$ cat config.mk
export PLATFORM = sky130hd
export DESIGN_NAME = failsafe_state_sequencer
export DESIGN_NICKNAME = d
export VERILOG_FILES = /design/src/logic/failsafe_seq_pkg.sv /design/src/logic/cycle_timer.sv /design/src/logic/sync2.sv /design/src/logic/failsafe_state_sequencer.sv
export SDC_FILE = /design/constraint.sdc
export NUM_CORES = 1
export LEC_CHECK = 0
export BUFFER_PORTS_ARGS = -buffer_cell sky130_fd_sc_hd__buf_2
export CAP_MARGIN = 20
export CORE_ASPECT_RATIO = 0.8
export CORE_UTILIZATION = 34
export CTS_CLUSTER_SIZE = 30
export DETAILED_ROUTE_END_ITERATION = 8
export PLACE_DENSITY = 0.61
export RECOVER_POWER = 25
export SLEW_MARGIN = 15
export SYNTH_ARGS = -nofsm -noshare
export SYNTH_HDL_FRONTEND = slang
export SYNTH_HIERARCHICAL = 1
export SYNTH_SLANG_ARGS = --single-unit
$ cat constraint.sdc
create_clock -name clk -period 3.65 [get_ports clk]
set_input_delay 0.73 -clock clk [delete_from_list [all_inputs] [get_ports clk]]
set_output_delay 0.73 -clock clk [all_outputs]
set_load 0.05 [all_outputs]
$ cat src/logic/failsafe_seq_pkg.sv
package failsafe_seq_pkg;

    // clock and timing
    localparam int unsigned CLK_HZ          = 40_000_000;
    localparam int unsigned INIT_WINDOW_MS  = 256;
    localparam int unsigned STUCK_RESET_MS  = 8000;
    localparam longint unsigned INIT_WINDOW_CYCLES = longint'(INIT_WINDOW_MS) * CLK_HZ / 1000;
    localparam longint unsigned STUCK_RESET_CYCLES = longint'(STUCK_RESET_MS) * CLK_HZ / 1000;

    // reset low duration choices, in microseconds (selected by init config reset_dur)
    localparam int unsigned RESET_LOW_US_0  = 10;
    localparam int unsigned RESET_LOW_US_1  = 1000;
    localparam int unsigned RESET_LOW_US_2  = 10000;
    localparam int unsigned RESET_LOW_US_3  = 100000;
    localparam int unsigned US_CYCLES       = CLK_HZ / 1_000_000;

    // fault error counter defaults
    localparam int unsigned FAULT_CNT_W     = 4;
    localparam logic [3:0]  FAULT_FINAL_DEF = 4'h6;

    // self-test duration in cycles
    localparam int unsigned SELF_TEST_CYCLES = 64;

    // option-select resistor code layout
    localparam int unsigned SEL_AUX_HI_POS   = 0;
    localparam int unsigned SEL_REF_HI_POS   = 1;
    localparam int unsigned SEL_DEEP_EN_POS  = 2;
    localparam int unsigned SEL_W            = 3;

    // reset values of init-only configuration
    localparam logic [1:0]  RESET_DUR_RST    = 2'h1;
    localparam logic        TIMER_OFF_RST    = 1'b0;
    localparam logic        AUX_CRIT_RST     = 1'b0;

    typedef enum {
        ST_OFF,
        ST_WAIT_PRE,
        ST_LOGIC_TEST,
        ST_SELECT,
        ST_ANALOG_TEST,
        ST_RELEASE,
        ST_INIT_PHASE,
        ST_PERIODIC,
        ST_RESET_LOW,
        ST_DEEP_SAFE,
        ST_DEEP_LOW_POWER_OFF
    } seq_state_t;

    // supervision thresholds and deep fail-safe enable selected by the option resistor
    typedef struct packed {
        logic aux_high;
        logic ref_high;
        logic deep_enable;
    } select_cfg_t;

    // init-only configuration presented by the mcu interface
    typedef struct packed {
        logic [1:0] reset_dur;
        logic       timer_off;
        logic       aux_critical;
        logic [3:0] fault_final;
    } init_cfg_t;

    // status back to the mcu interface
    typedef struct packed {
        logic       logic_test_fail;
        logic       analog_first_fail;
        logic       analog_second_fail;
        logic       analog_second_pass;
        logic       init_phase;
        logic       periodic;
        logic       deep_safe;
        logic [3:0] fault_count;
    } seq_status_t;

endpackage

$ cat src/logic/cycle_timer.sv
`timescale 1ns/100ps
// down-counter: load on start, done pulses once after it has counted down to one
module cycle_timer #(
    parameter int unsigned W = 32
) (
    // clock and reset
    input  wire logic         clk,
    input  wire logic         rst_n,
    // control
    input  wire logic         start,
    input  wire logic         stop,
    input  wire logic [W-1:0] load,
    // result
    output logic              running,
    output logic              done
);
    initial begin
        if (W < 2 || W > 40) $error("cycle_timer width out of range");
    end

    logic [W-1:0] count_reg;
    logic         run_reg;
    logic         done_reg;

    always_ff @(posedge clk or negedge rst_n) begin
        if (!rst_n) begin
            count_reg <= '0;
            run_reg   <= 1'b0;
            done_reg  <= 1'b0;
        end else begin
            done_reg <= 1'b0;
            if (stop) begin
                run_reg <= 1'b0;
            end else if (start) begin
                count_reg <= load;
                run_reg   <= 1'b1;
            end else if (run_reg) begin
                if (count_reg <= W'(1)) begin
                    run_reg  <= 1'b0;
                    done_reg <= 1'b1;
                end else begin
                    count_reg <= count_reg - W'(1);
                end
            end
        end
    end

    assign running = run_reg;
    assign done    = done_reg;
endmodule // cycle_timer

$ cat src/logic/sync2.sv
`timescale 1ns/100ps
// two-flop synchroniser for a bus of independent levels
module sync2 #(
    parameter int unsigned W = 1
) (
    // clock and reset
    input  wire logic         clk,
    input  wire logic         rst_n,
    // data
    input  wire logic [W-1:0] d,
    output logic [W-1:0]      q
);
    initial begin
        if (W < 1) $error("sync2 width must be positive");
    end

    logic [W-1:0] meta_reg;
    logic [W-1:0] q_reg;

    always_ff @(posedge clk or negedge rst_n) begin
        if (!rst_n) begin
            meta_reg <= '0;
            q_reg    <= '0;
        end else begin
            meta_reg <= d;
            q_reg    <= meta_reg;
        end
    end

    assign q = q_reg;
endmodule // sync2

$ cat src/logic/failsafe_state_sequencer.sv
// Functional notes
// run logic self-test at every start-up and every low-power-off wake-up
// logic test fail keeps safe outputs low, flags it, still releases mcu reset
// option resistor sets aux/reference thresholds and deep fail-safe enable
// analog test fail never blocks reset release, but blocks safe output release
// always run first analog test at start-up and after wake-up
// run second analog test only on mcu command
// aux critical keeps first safe output low until second test passed
// init phase follows both start-up tests and begins at reset release
// init phase lasts at most 256 ms for configuration and first refresh
// init-only configuration writable only during init phase, then locked
// first good refresh ends init phase at once, periodic supervision follows
// window period configurable in init phase and periodic supervision
// leave periodic supervision on any reset fault, external request included
// after reset low, delay then release only if no fault remains
// reset low duration comes from init-only configuration
// safe output handling and second test run beside init and periodic states
// deep fail-safe on final fault count or reset low beyond 8.0 s
// deep fail-safe: regulators off except keep-alive, all safe outputs low
// deep fail-safe left only by key low then key high
// stuck-reset timer runs from wait-pre-supply state until reset release
// timer disable bit in init phase; periodic restarts timer each reset
// mcu reset and both safe outputs are active low
// bad or missing first refresh asserts reset and first safe output, count+1
// fault counter increments by one per reset or first safe output assertion
// safe outputs held low from power-on until all needed tests pass
`timescale 1ns/100ps
module failsafe_state_sequencer #(
    parameter longint unsigned INIT_WINDOW  = failsafe_seq_pkg::INIT_WINDOW_CYCLES,
    parameter longint unsigned STUCK_RESET  = failsafe_seq_pkg::STUCK_RESET_CYCLES,
    parameter int unsigned     TEST_CYCLES  = failsafe_seq_pkg::SELF_TEST_CYCLES
) (
    // clock and reset
    input  wire logic                          clk,
    input  wire logic                          rst_n,
    // power and analog events (asynchronous levels)
    input  wire logic                          pre_supply_ok,
    input  wire logic                          logic_test_ok,
    input  wire logic                          analog_first_ok,
    input  wire logic                          analog_second_ok,
    input  wire logic [2:0]                    select_code,
    input  wire logic                          fault_present,
    input  wire logic                          ext_reset_req,
    input  wire logic                          key_on,
    input  wire logic                          wake_event,
    // mcu side requests (same clock domain, one-cycle pulses)
    input  wire logic                          refresh_good,
    input  wire logic                          refresh_bad,
    input  wire logic                          analog_second_req,
    input  wire logic                          cfg_write,
    input  wire failsafe_seq_pkg::init_cfg_t   cfg_wdata,
    input  wire logic                          window_write,
    input  wire logic [3:0]                    window_wdata,
    // pins
    output logic                               mcu_reset_n,
    output logic                               safe_out_first_n,
    output logic                               safe_out_second_n,
    output logic                               regulators_on,
    output logic                               keep_alive_on,
    // configuration and status
    output failsafe_seq_pkg::select_cfg_t      select_cfg,
    output failsafe_seq_pkg::init_cfg_t        init_cfg,
    output logic [3:0]                         window_cfg,
    output logic                               logic_test_run,
    output logic                               analog_first_run,
    output logic                               analog_second_run,
    output failsafe_seq_pkg::seq_status_t      status
);
    initial begin
        if (INIT_WINDOW < 2 || INIT_WINDOW > 40'hFF_FFFF_FFFF) $error("bad init window");
        if (STUCK_RESET < 2 || STUCK_RESET > 40'hFF_FFFF_FFFF) $error("bad stuck reset");
        if (TEST_CYCLES < 2) $error("bad test length");
    end

    localparam int unsigned TW = 40;

    // synchronised asynchronous inputs
    logic [11:0] async_in;
    logic [11:0] async_s;
    assign async_in = {pre_supply_ok, logic_test_ok, analog_first_ok, analog_second_ok,
                       select_code, fault_present, ext_reset_req, key_on, wake_event, 1'b0};
    sync2 #(.W(12)) u_sync (.clk(clk), .rst_n(rst_n), .d(async_in), .q(async_s));

    logic       pre_ok_s;
    logic       lt_ok_s;
    logic       a1_ok_s;
    logic       a2_ok_s;
    logic [2:0] sel_s;
    logic       fault_s;
    logic       ext_rst_s;
    logic       key_s;
    logic       wake_s;
    assign pre_ok_s  = async_s[11];
    assign lt_ok_s   = async_s[10];
    assign a1_ok_s   = async_s[9];
    assign a2_ok_s   = async_s[8];
    assign sel_s     = async_s[7:5];
    assign fault_s   = async_s[4];
    assign ext_rst_s = async_s[3];
    assign key_s     = async_s[2];
    assign wake_s    = async_s[1];

    failsafe_seq_pkg::seq_state_t state_reg;
    failsafe_seq_pkg::seq_state_t state_next;

    logic [15:0] step_reg;
    logic        lt_fail_reg;
    logic        a1_fail_reg;
    logic        a2_fail_reg;
    logic        a2_pass_reg;
    logic        a2_busy_reg;
    logic [3:0]  fault_cnt_reg;
    logic        key_prev_reg;
    logic        rst_out_reg;
    logic        fs0_reg;
    logic        fs1_reg;
    logic        reg_on_reg;
    logic        kam_reg;
    failsafe_seq_pkg::select_cfg_t sel_reg;
    failsafe_seq_pkg::init_cfg_t   cfg_reg;
    logic [3:0]  window_reg;
    failsafe_seq_pkg::seq_status_t status_reg;

    logic in_init;
    logic in_periodic;
    logic test_done;
    logic init_to;
    logic stuck_to;
    logic stuck_run;
    logic reset_fault;
    logic enter_reset;
    logic rlow_run;
    logic [TW-1:0] rlow_load;

    assign in_init     = (state_reg == failsafe_seq_pkg::ST_INIT_PHASE);
    assign in_periodic = (state_reg == failsafe_seq_pkg::ST_PERIODIC);
    assign test_done   = (step_reg == 16'(TEST_CYCLES - 1));
    // reset faults
    assign reset_fault = fault_s | ext_rst_s;
    // missing or bad first refresh
    assign enter_reset = (in_init & (init_to | refresh_bad | reset_fault))
                       | (in_periodic & reset_fault);

    always_comb begin
        case (cfg_reg.reset_dur)
            2'h0:    rlow_load = TW'(failsafe_seq_pkg::RESET_LOW_US_0 * failsafe_seq_pkg::US_CYCLES);
            2'h1:    rlow_load = TW'(failsafe_seq_pkg::RESET_LOW_US_1 * failsafe_seq_pkg::US_CYCLES);
            2'h2:    rlow_load = TW'(failsafe_seq_pkg::RESET_LOW_US_2 * failsafe_seq_pkg::US_CYCLES);
            default: rlow_load = TW'(failsafe_seq_pkg::RESET_LOW_US_3 * failsafe_seq_pkg::US_CYCLES);
        endcase
    end

    // init window limit
    cycle_timer #(.W(TW)) u_init_timer (
        .clk(clk), .rst_n(rst_n),
        .start(state_reg == failsafe_seq_pkg::ST_RELEASE),
        .stop(!in_init && state_reg != failsafe_seq_pkg::ST_RELEASE),
        .load(TW'(INIT_WINDOW)), .running(), .done(init_to));

    // reset low delay
    logic rlow_start;
    assign rlow_start = enter_reset;
    cycle_timer #(.W(TW)) u_rlow_timer (
        .clk(clk), .rst_n(rst_n),
        .start(rlow_start), .stop(1'b0),
        .load(rlow_load), .running(rlow_run), .done());

    // stuck reset timer: start at wait-pre, or at reset entry unless disabled; stop at release or deep fail-safe
    logic stuck_start;
    logic stuck_stop;
    assign stuck_start = (state_reg == failsafe_seq_pkg::ST_OFF)
                       | (enter_reset & in_periodic & !cfg_reg.timer_off)
                       | (enter_reset & in_init & !cfg_reg.timer_off);
    assign stuck_stop  = (state_reg == failsafe_seq_pkg::ST_RELEASE)
                       | (state_reg == failsafe_seq_pkg::ST_RESET_LOW && state_next == failsafe_seq_pkg::ST_PERIODIC)
                       | (state_reg == failsafe_seq_pkg::ST_DEEP_SAFE);
    cycle_timer #(.W(TW)) u_stuck_timer (
        .clk(clk), .rst_n(rst_n),
        .start(stuck_start), .stop(stuck_stop),
        .load(TW'(STUCK_RESET)), .running(stuck_run), .done(stuck_to));

    always_comb begin
        state_next = state_reg;
        case (state_reg)
            failsafe_seq_pkg::ST_OFF:         state_next = failsafe_seq_pkg::ST_WAIT_PRE;
            failsafe_seq_pkg::ST_WAIT_PRE:    if (pre_ok_s) state_next = failsafe_seq_pkg::ST_LOGIC_TEST;
            // logic test every start
            failsafe_seq_pkg::ST_LOGIC_TEST:  if (test_done) state_next = failsafe_seq_pkg::ST_SELECT;
            failsafe_seq_pkg::ST_SELECT:      state_next = failsafe_seq_pkg::ST_ANALOG_TEST;
            // first analog test every start
            failsafe_seq_pkg::ST_ANALOG_TEST: if (test_done) state_next = failsafe_seq_pkg::ST_RELEASE;
            // init starts at reset release
            failsafe_seq_pkg::ST_RELEASE:     state_next = failsafe_seq_pkg::ST_INIT_PHASE;
            failsafe_seq_pkg::ST_INIT_PHASE: begin
                // leave init on good refresh
                if (enter_reset) state_next = failsafe_seq_pkg::ST_RESET_LOW;
                else if (refresh_good) state_next = failsafe_seq_pkg::ST_PERIODIC;
            end
            failsafe_seq_pkg::ST_PERIODIC:    if (enter_reset) state_next = failsafe_seq_pkg::ST_RESET_LOW;
            failsafe_seq_pkg::ST_RESET_LOW:   if (!rlow_run && !reset_fault) state_next = failsafe_seq_pkg::ST_PERIODIC;
            // key off then key on
            failsafe_seq_pkg::ST_DEEP_SAFE:   if (!key_s) state_next = failsafe_seq_pkg::ST_DEEP_LOW_POWER_OFF;
            failsafe_seq_pkg::ST_DEEP_LOW_POWER_OFF:  if (key_s && !key_prev_reg) state_next = failsafe_seq_pkg::ST_OFF;
            default:                          state_next = failsafe_seq_pkg::ST_OFF;
        endcase
        // deep fail-safe entry
        if (sel_reg.deep_enable && state_reg != failsafe_seq_pkg::ST_DEEP_SAFE
            && state_reg != failsafe_seq_pkg::ST_DEEP_LOW_POWER_OFF
            && (fault_cnt_reg >= cfg_reg.fault_final || stuck_to))
            state_next = failsafe_seq_pkg::ST_DEEP_SAFE;
        // wake event while pre-supply is not ok keeps the sequencer in wait-pre
        if (wake_s && state_reg == failsafe_seq_pkg::ST_WAIT_PRE && !pre_ok_s)
            state_next = failsafe_seq_pkg::ST_WAIT_PRE;
    end

    always_ff @(posedge clk or negedge rst_n) begin
        if (!rst_n) begin
            state_reg    <= failsafe_seq_pkg::ST_OFF;
            step_reg     <= '0;
            key_prev_reg <= 1'b0;
        end else begin
            state_reg    <= state_next;
            key_prev_reg <= key_s;
            step_reg     <= (state_next != state_reg) ? '0 : step_reg + 16'h0001;
        end
    end

    // self-test results, reset at each new start
    always_ff @(posedge clk or negedge rst_n) begin
        if (!rst_n) begin
            lt_fail_reg <= 1'b0;
            a1_fail_reg <= 1'b0;
            sel_reg     <= '0;
        end else begin
            if (state_reg == failsafe_seq_pkg::ST_WAIT_PRE) begin
                lt_fail_reg <= 1'b0;
                a1_fail_reg <= 1'b0;
            end
            // logic fail flag
            if (state_reg == failsafe_seq_pkg::ST_LOGIC_TEST && test_done) lt_fail_reg <= !lt_ok_s;
            // option resistor capture
            if (state_reg == failsafe_seq_pkg::ST_SELECT) begin
                sel_reg.aux_high    <= sel_s[failsafe_seq_pkg::SEL_AUX_HI_POS];
                sel_reg.ref_high    <= sel_s[failsafe_seq_pkg::SEL_REF_HI_POS];
                sel_reg.deep_enable <= sel_s[failsafe_seq_pkg::SEL_DEEP_EN_POS];
            end
            if (state_reg == failsafe_seq_pkg::ST_ANALOG_TEST && test_done) a1_fail_reg <= !a1_ok_s;
        end
    end

    // second analog test beside init and periodic
    always_ff @(posedge clk or negedge rst_n) begin
        if (!rst_n) begin
            a2_busy_reg <= 1'b0;
            a2_pass_reg <= 1'b0;
            a2_fail_reg <= 1'b0;
        end else if (state_reg == failsafe_seq_pkg::ST_WAIT_PRE) begin
            a2_busy_reg <= 1'b0;
            a2_pass_reg <= 1'b0;
            a2_fail_reg <= 1'b0;
        end else if (a2_busy_reg) begin
            a2_busy_reg <= 1'b0;
            a2_pass_reg <= a2_ok_s;
            a2_fail_reg <= !a2_ok_s;
        end else if (analog_second_req && (in_init || in_periodic)) begin
            a2_busy_reg <= 1'b1;
        end
    end

    // init-only lock; R12 window always writable in init and periodic
    always_ff @(posedge clk or negedge rst_n) begin
        if (!rst_n) begin
            cfg_reg.reset_dur    <= failsafe_seq_pkg::RESET_DUR_RST;
            cfg_reg.timer_off    <= failsafe_seq_pkg::TIMER_OFF_RST;
            cfg_reg.aux_critical <= failsafe_seq_pkg::AUX_CRIT_RST;
            cfg_reg.fault_final  <= failsafe_seq_pkg::FAULT_FINAL_DEF;
            window_reg           <= 4'h2;
        end else begin
            if (cfg_write && in_init) cfg_reg <= cfg_wdata;
            if (window_write && (in_init || in_periodic)) window_reg <= window_wdata;
        end
    end

    // fault counter, one per assertion
    always_ff @(posedge clk or negedge rst_n) begin
        if (!rst_n) begin
            fault_cnt_reg <= '0;
        end else if (state_reg == failsafe_seq_pkg::ST_DEEP_LOW_POWER_OFF) begin
            fault_cnt_reg <= '0;
        end else if (enter_reset && fault_cnt_reg != 4'hF) begin
            fault_cnt_reg <= fault_cnt_reg + 4'h1;
        end
    end

    // pins
    logic release_ok;
    assign release_ok = !lt_fail_reg && !a1_fail_reg && !fault_s
                      && (!cfg_reg.aux_critical || a2_pass_reg);
    always_ff @(posedge clk or negedge rst_n) begin
        if (!rst_n) begin
            rst_out_reg <= 1'b0;
            fs0_reg     <= 1'b0;
            fs1_reg     <= 1'b0;
            reg_on_reg  <= 1'b0;
            kam_reg     <= 1'b0;
        end else begin
            rst_out_reg <= (state_next == failsafe_seq_pkg::ST_INIT_PHASE)
                        || (state_next == failsafe_seq_pkg::ST_PERIODIC);
            if (state_next == failsafe_seq_pkg::ST_DEEP_SAFE || state_next == failsafe_seq_pkg::ST_DEEP_LOW_POWER_OFF
                || state_next == failsafe_seq_pkg::ST_WAIT_PRE || enter_reset) begin
                fs0_reg <= 1'b0;
                fs1_reg <= 1'b0;
            end else if (in_periodic && release_ok) begin
                fs0_reg <= 1'b1;
                fs1_reg <= a2_pass_reg;
            end
            reg_on_reg <= state_next != failsafe_seq_pkg::ST_DEEP_SAFE
                       && state_next != failsafe_seq_pkg::ST_DEEP_LOW_POWER_OFF
                       && state_next != failsafe_seq_pkg::ST_OFF;
            if (state_reg == failsafe_seq_pkg::ST_WAIT_PRE) kam_reg <= 1'b1;
        end
    end

    always_ff @(posedge clk or negedge rst_n) begin
        if (!rst_n) begin
            status_reg <= '0;
        end else begin
            status_reg.logic_test_fail    <= lt_fail_reg;
            status_reg.analog_first_fail  <= a1_fail_reg;
            status_reg.analog_second_fail <= a2_fail_reg;
            status_reg.analog_second_pass <= a2_pass_reg;
            status_reg.init_phase         <= in_init;
            status_reg.periodic           <= in_periodic;
            status_reg.deep_safe          <= state_reg == failsafe_seq_pkg::ST_DEEP_SAFE;
            status_reg.fault_count        <= fault_cnt_reg;
        end
    end

    logic lt_run_reg;
    logic a1_run_reg;
    always_ff @(posedge clk or negedge rst_n) begin
        if (!rst_n) begin
            lt_run_reg <= 1'b0;
            a1_run_reg <= 1'b0;
        end else begin
            lt_run_reg <= state_next == failsafe_seq_pkg::ST_LOGIC_TEST;
            a1_run_reg <= state_next == failsafe_seq_pkg::ST_ANALOG_TEST;
        end
    end

    assign mcu_reset_n       = rst_out_reg;
    assign safe_out_first_n  = fs0_reg;
    assign safe_out_second_n = fs1_reg;
    assign regulators_on     = reg_on_reg;
    assign keep_alive_on     = kam_reg;
    assign select_cfg        = sel_reg;
    assign init_cfg          = cfg_reg;
    assign window_cfg        = window_reg;
    assign logic_test_run    = lt_run_reg;
    assign analog_first_run  = a1_run_reg;
    assign analog_second_run = a2_busy_reg;
    assign status            = status_reg;
endmodule // failsafe_state_sequencer

==> flow_summary.toml <==
[status]
status = "finished with violations"
violations = "capacitance limit, slew limit"

[drt]
detail_route.vias_per_cell = 5.35
num_vias = 11000
first_pass_iters = 6
wl_um = 33400
dr.first_iter.drc_count = 965
drtAntennaViolNets = 0
wl_per_cell_um = 16.3
drc_errors = 0

[timing]
slew_headroom_pct = -34.1
finalCriticalPeriod_ns = 3.39
rsz0062_at_grt = "false"
finalWorstSetupSlack_ns = 0.262
drv_slew = 79
hold_slack_ns = 0.285
finalSetupTns_ns = 0
max_freq_mhz = 295
setup_viol = 0
fin_crit_sh_pct = 92.8
hold_viol_final = 0
tightest_slew_ns = 2.01
fin_skew_ns = 0.0132

[power]
p_per_area_nw_per_um2 = 375
p_leak_uw = 0.00621
ir_drop_mv = 0.421

[clocking]
cts_max_level = 1
insertion_delay_ns = 0.55
holdBufCountCts = 0
cts_sinks = 238
root_buffer = "clkbuf_16"
cts_made_buffers = 26
cts_max_path_buffers = 3
clk_pin_slew_worst_paths_ns = 0.06
cts_tree = "done"

[grt]
antenna_found_initial = 2
track_usage_pct = 17.7
grt_pass1_wl_um = 55300
grt_max_degree = 79
grt_pass1_vias = 10300
gr-total-overflow = 0

[floorplanning]
io_pins = 64
die_h_um = 175
die_area_um2 = 38200
die_w_um = 218
row_count = 62
core_area_um2 = 36400
start_util_pct = 35.0

[layout]
layout-drive-gt1-share_pct = 14.5
final_nets = 1601
area.growth.synth_to_final_pct = 18.3
post-route-util_pct = 41.3

[critical_path]
critPathRequiredTime_ns = 4.06
worstPathMaxFanout = 21
reg2reg_slack_ns = 0.26
crit_type = "flip-flop to flip-flop"
start_kind = "flip-flop"
crit_arrival_ns = 3.79
cp-end-kind = "flip-flop"

[logic_synthesis]
yosys_warnings = 6
avgSynthCellArea_um2 = 9.39
synthesis.area_um2 = 12700
synth_cells = 1355

[job]
maxCapViolations = 1

[min_path]
hp-class = "input port to flip-flop"

[place]
place_worst_setup_slack_ns = 0.0161
port_buffers = 63
gp_congestion = 0.917
hpwlAfterDp_um = 22600
-- worst paths after layout --
check,depth (start not counted),end,start
worst max-delay path,15,u_stuck_timer/count_reg[29]$_DFFE_PN0P_,init_cfg[1]$_DFFE_PN1P_
max in group asynchronous,2,u_rlow_timer/count_reg[26]$_DFFE_PN0P_,rst_n
min in group asynchronous,1,step_reg[10]$_DFF_PN0_,rst_n
worst min-delay path,1,u_sync/meta_reg[5]$_DFF_PN0_,select_code[0]
worst max register to register,15,u_stuck_timer/count_reg[29]$_DFFE_PN0P_,init_cfg[1]$_DFFE_PN1P_
worst min register to register,0,u_sync/q[4]$_DFF_PN0_,u_sync/meta_reg[4]$_DFF_PN0_
-- worst max-delay path, stage by stage (launching register included) --
cell	delay (ns)
dfstp_2	0.55
inv_1	0.05
ha_1	0.32
a2111oi_4	0.33
nor3b_1	0.15
or4b_4	0.54
nor2_1	0.13
nand2_1	0.07
a211oi_1	0.25
buf_4	0.19
nor2_1	0.07
nand2_2	0.09
inv_2	0.10
buf_12	0.17
o22ai_1	0.17
a21oi_1	0.06
-- repair_timing --
item / in CTS / in global routing
resized for setup: 0 / 5
endpoints found under the hold margin: 0 / 0
endpoints found under the setup margin: 0 / 65
setup buffers: 0 / 2
-- metrics by stage --
step	std cells	total power (µW)	area, µm²
after detailed placement	2004	2950	14200
final	2055	5640	15000
after CTS	2051	5710	15000
after floorplan	1491	2850	13200
after global placement	2004	2950	14200
after global routing	2053	5850	15000
-- cell usage in the layout, fill, tap and decap left out, types with 8 or more instances in the layout --
master       n
a21oi_1     91
a22oi_1     24
a31oi_1     16
a32oi_1     10
and3_1      13
buf_2       62
buf_4       42
clkbuf_16   27
clkinv_2     8
conb_1     138
dfrtp_1    234
ha_1        17
inv_1       34
mux2_2      21
mux2i_1     19
nand2_1     66
nand3_1     59
nand4_1     20
nor2_1     122
nor3_1      82
nor3_2      10
nor3b_1     15
nor4_1      42
nor4b_1      9
o21ai_0    110
o21ai_1     13
o22ai_1     31
o2bb2ai_1   33
o32a_1      10
o32ai_1      9
or2_2        8
or3_1       29
xnor2_1      8
xor2_1      11
-- where the power goes --
part / switching (µW) / internal (µW) / total, µW
logic: 134 / 55.4 / 189
registers: 27.1 / 2680 / 2710
clock network: 1120 / 1620 / 2740
total: 1280 / 4360 / 5640
-- metal layers --
layer  routed length, µm  vias up  part of all wire [%]  global-route usage (%)
met3                2430       45                   7.3                    3.83
li1                    -     5361                     -                       -
met1               16100     5235                    48                    26.6
met2               14100      343                    42                    25.4
met5                   0        -                     0                       0
met4                 786        0                   2.4                    4.57
-- cell type report --
class	instances	area, µm²
inverters	38	143
well taps	480	601
clock inverters	14	154
fillers	3562	21300
diodes	2	5.00
multi-input cells	1139	6770
repair buffers	111	684
flip-flops and latches	238	5960
clock buffers	33	728
(Power assumes the default switching activity.)
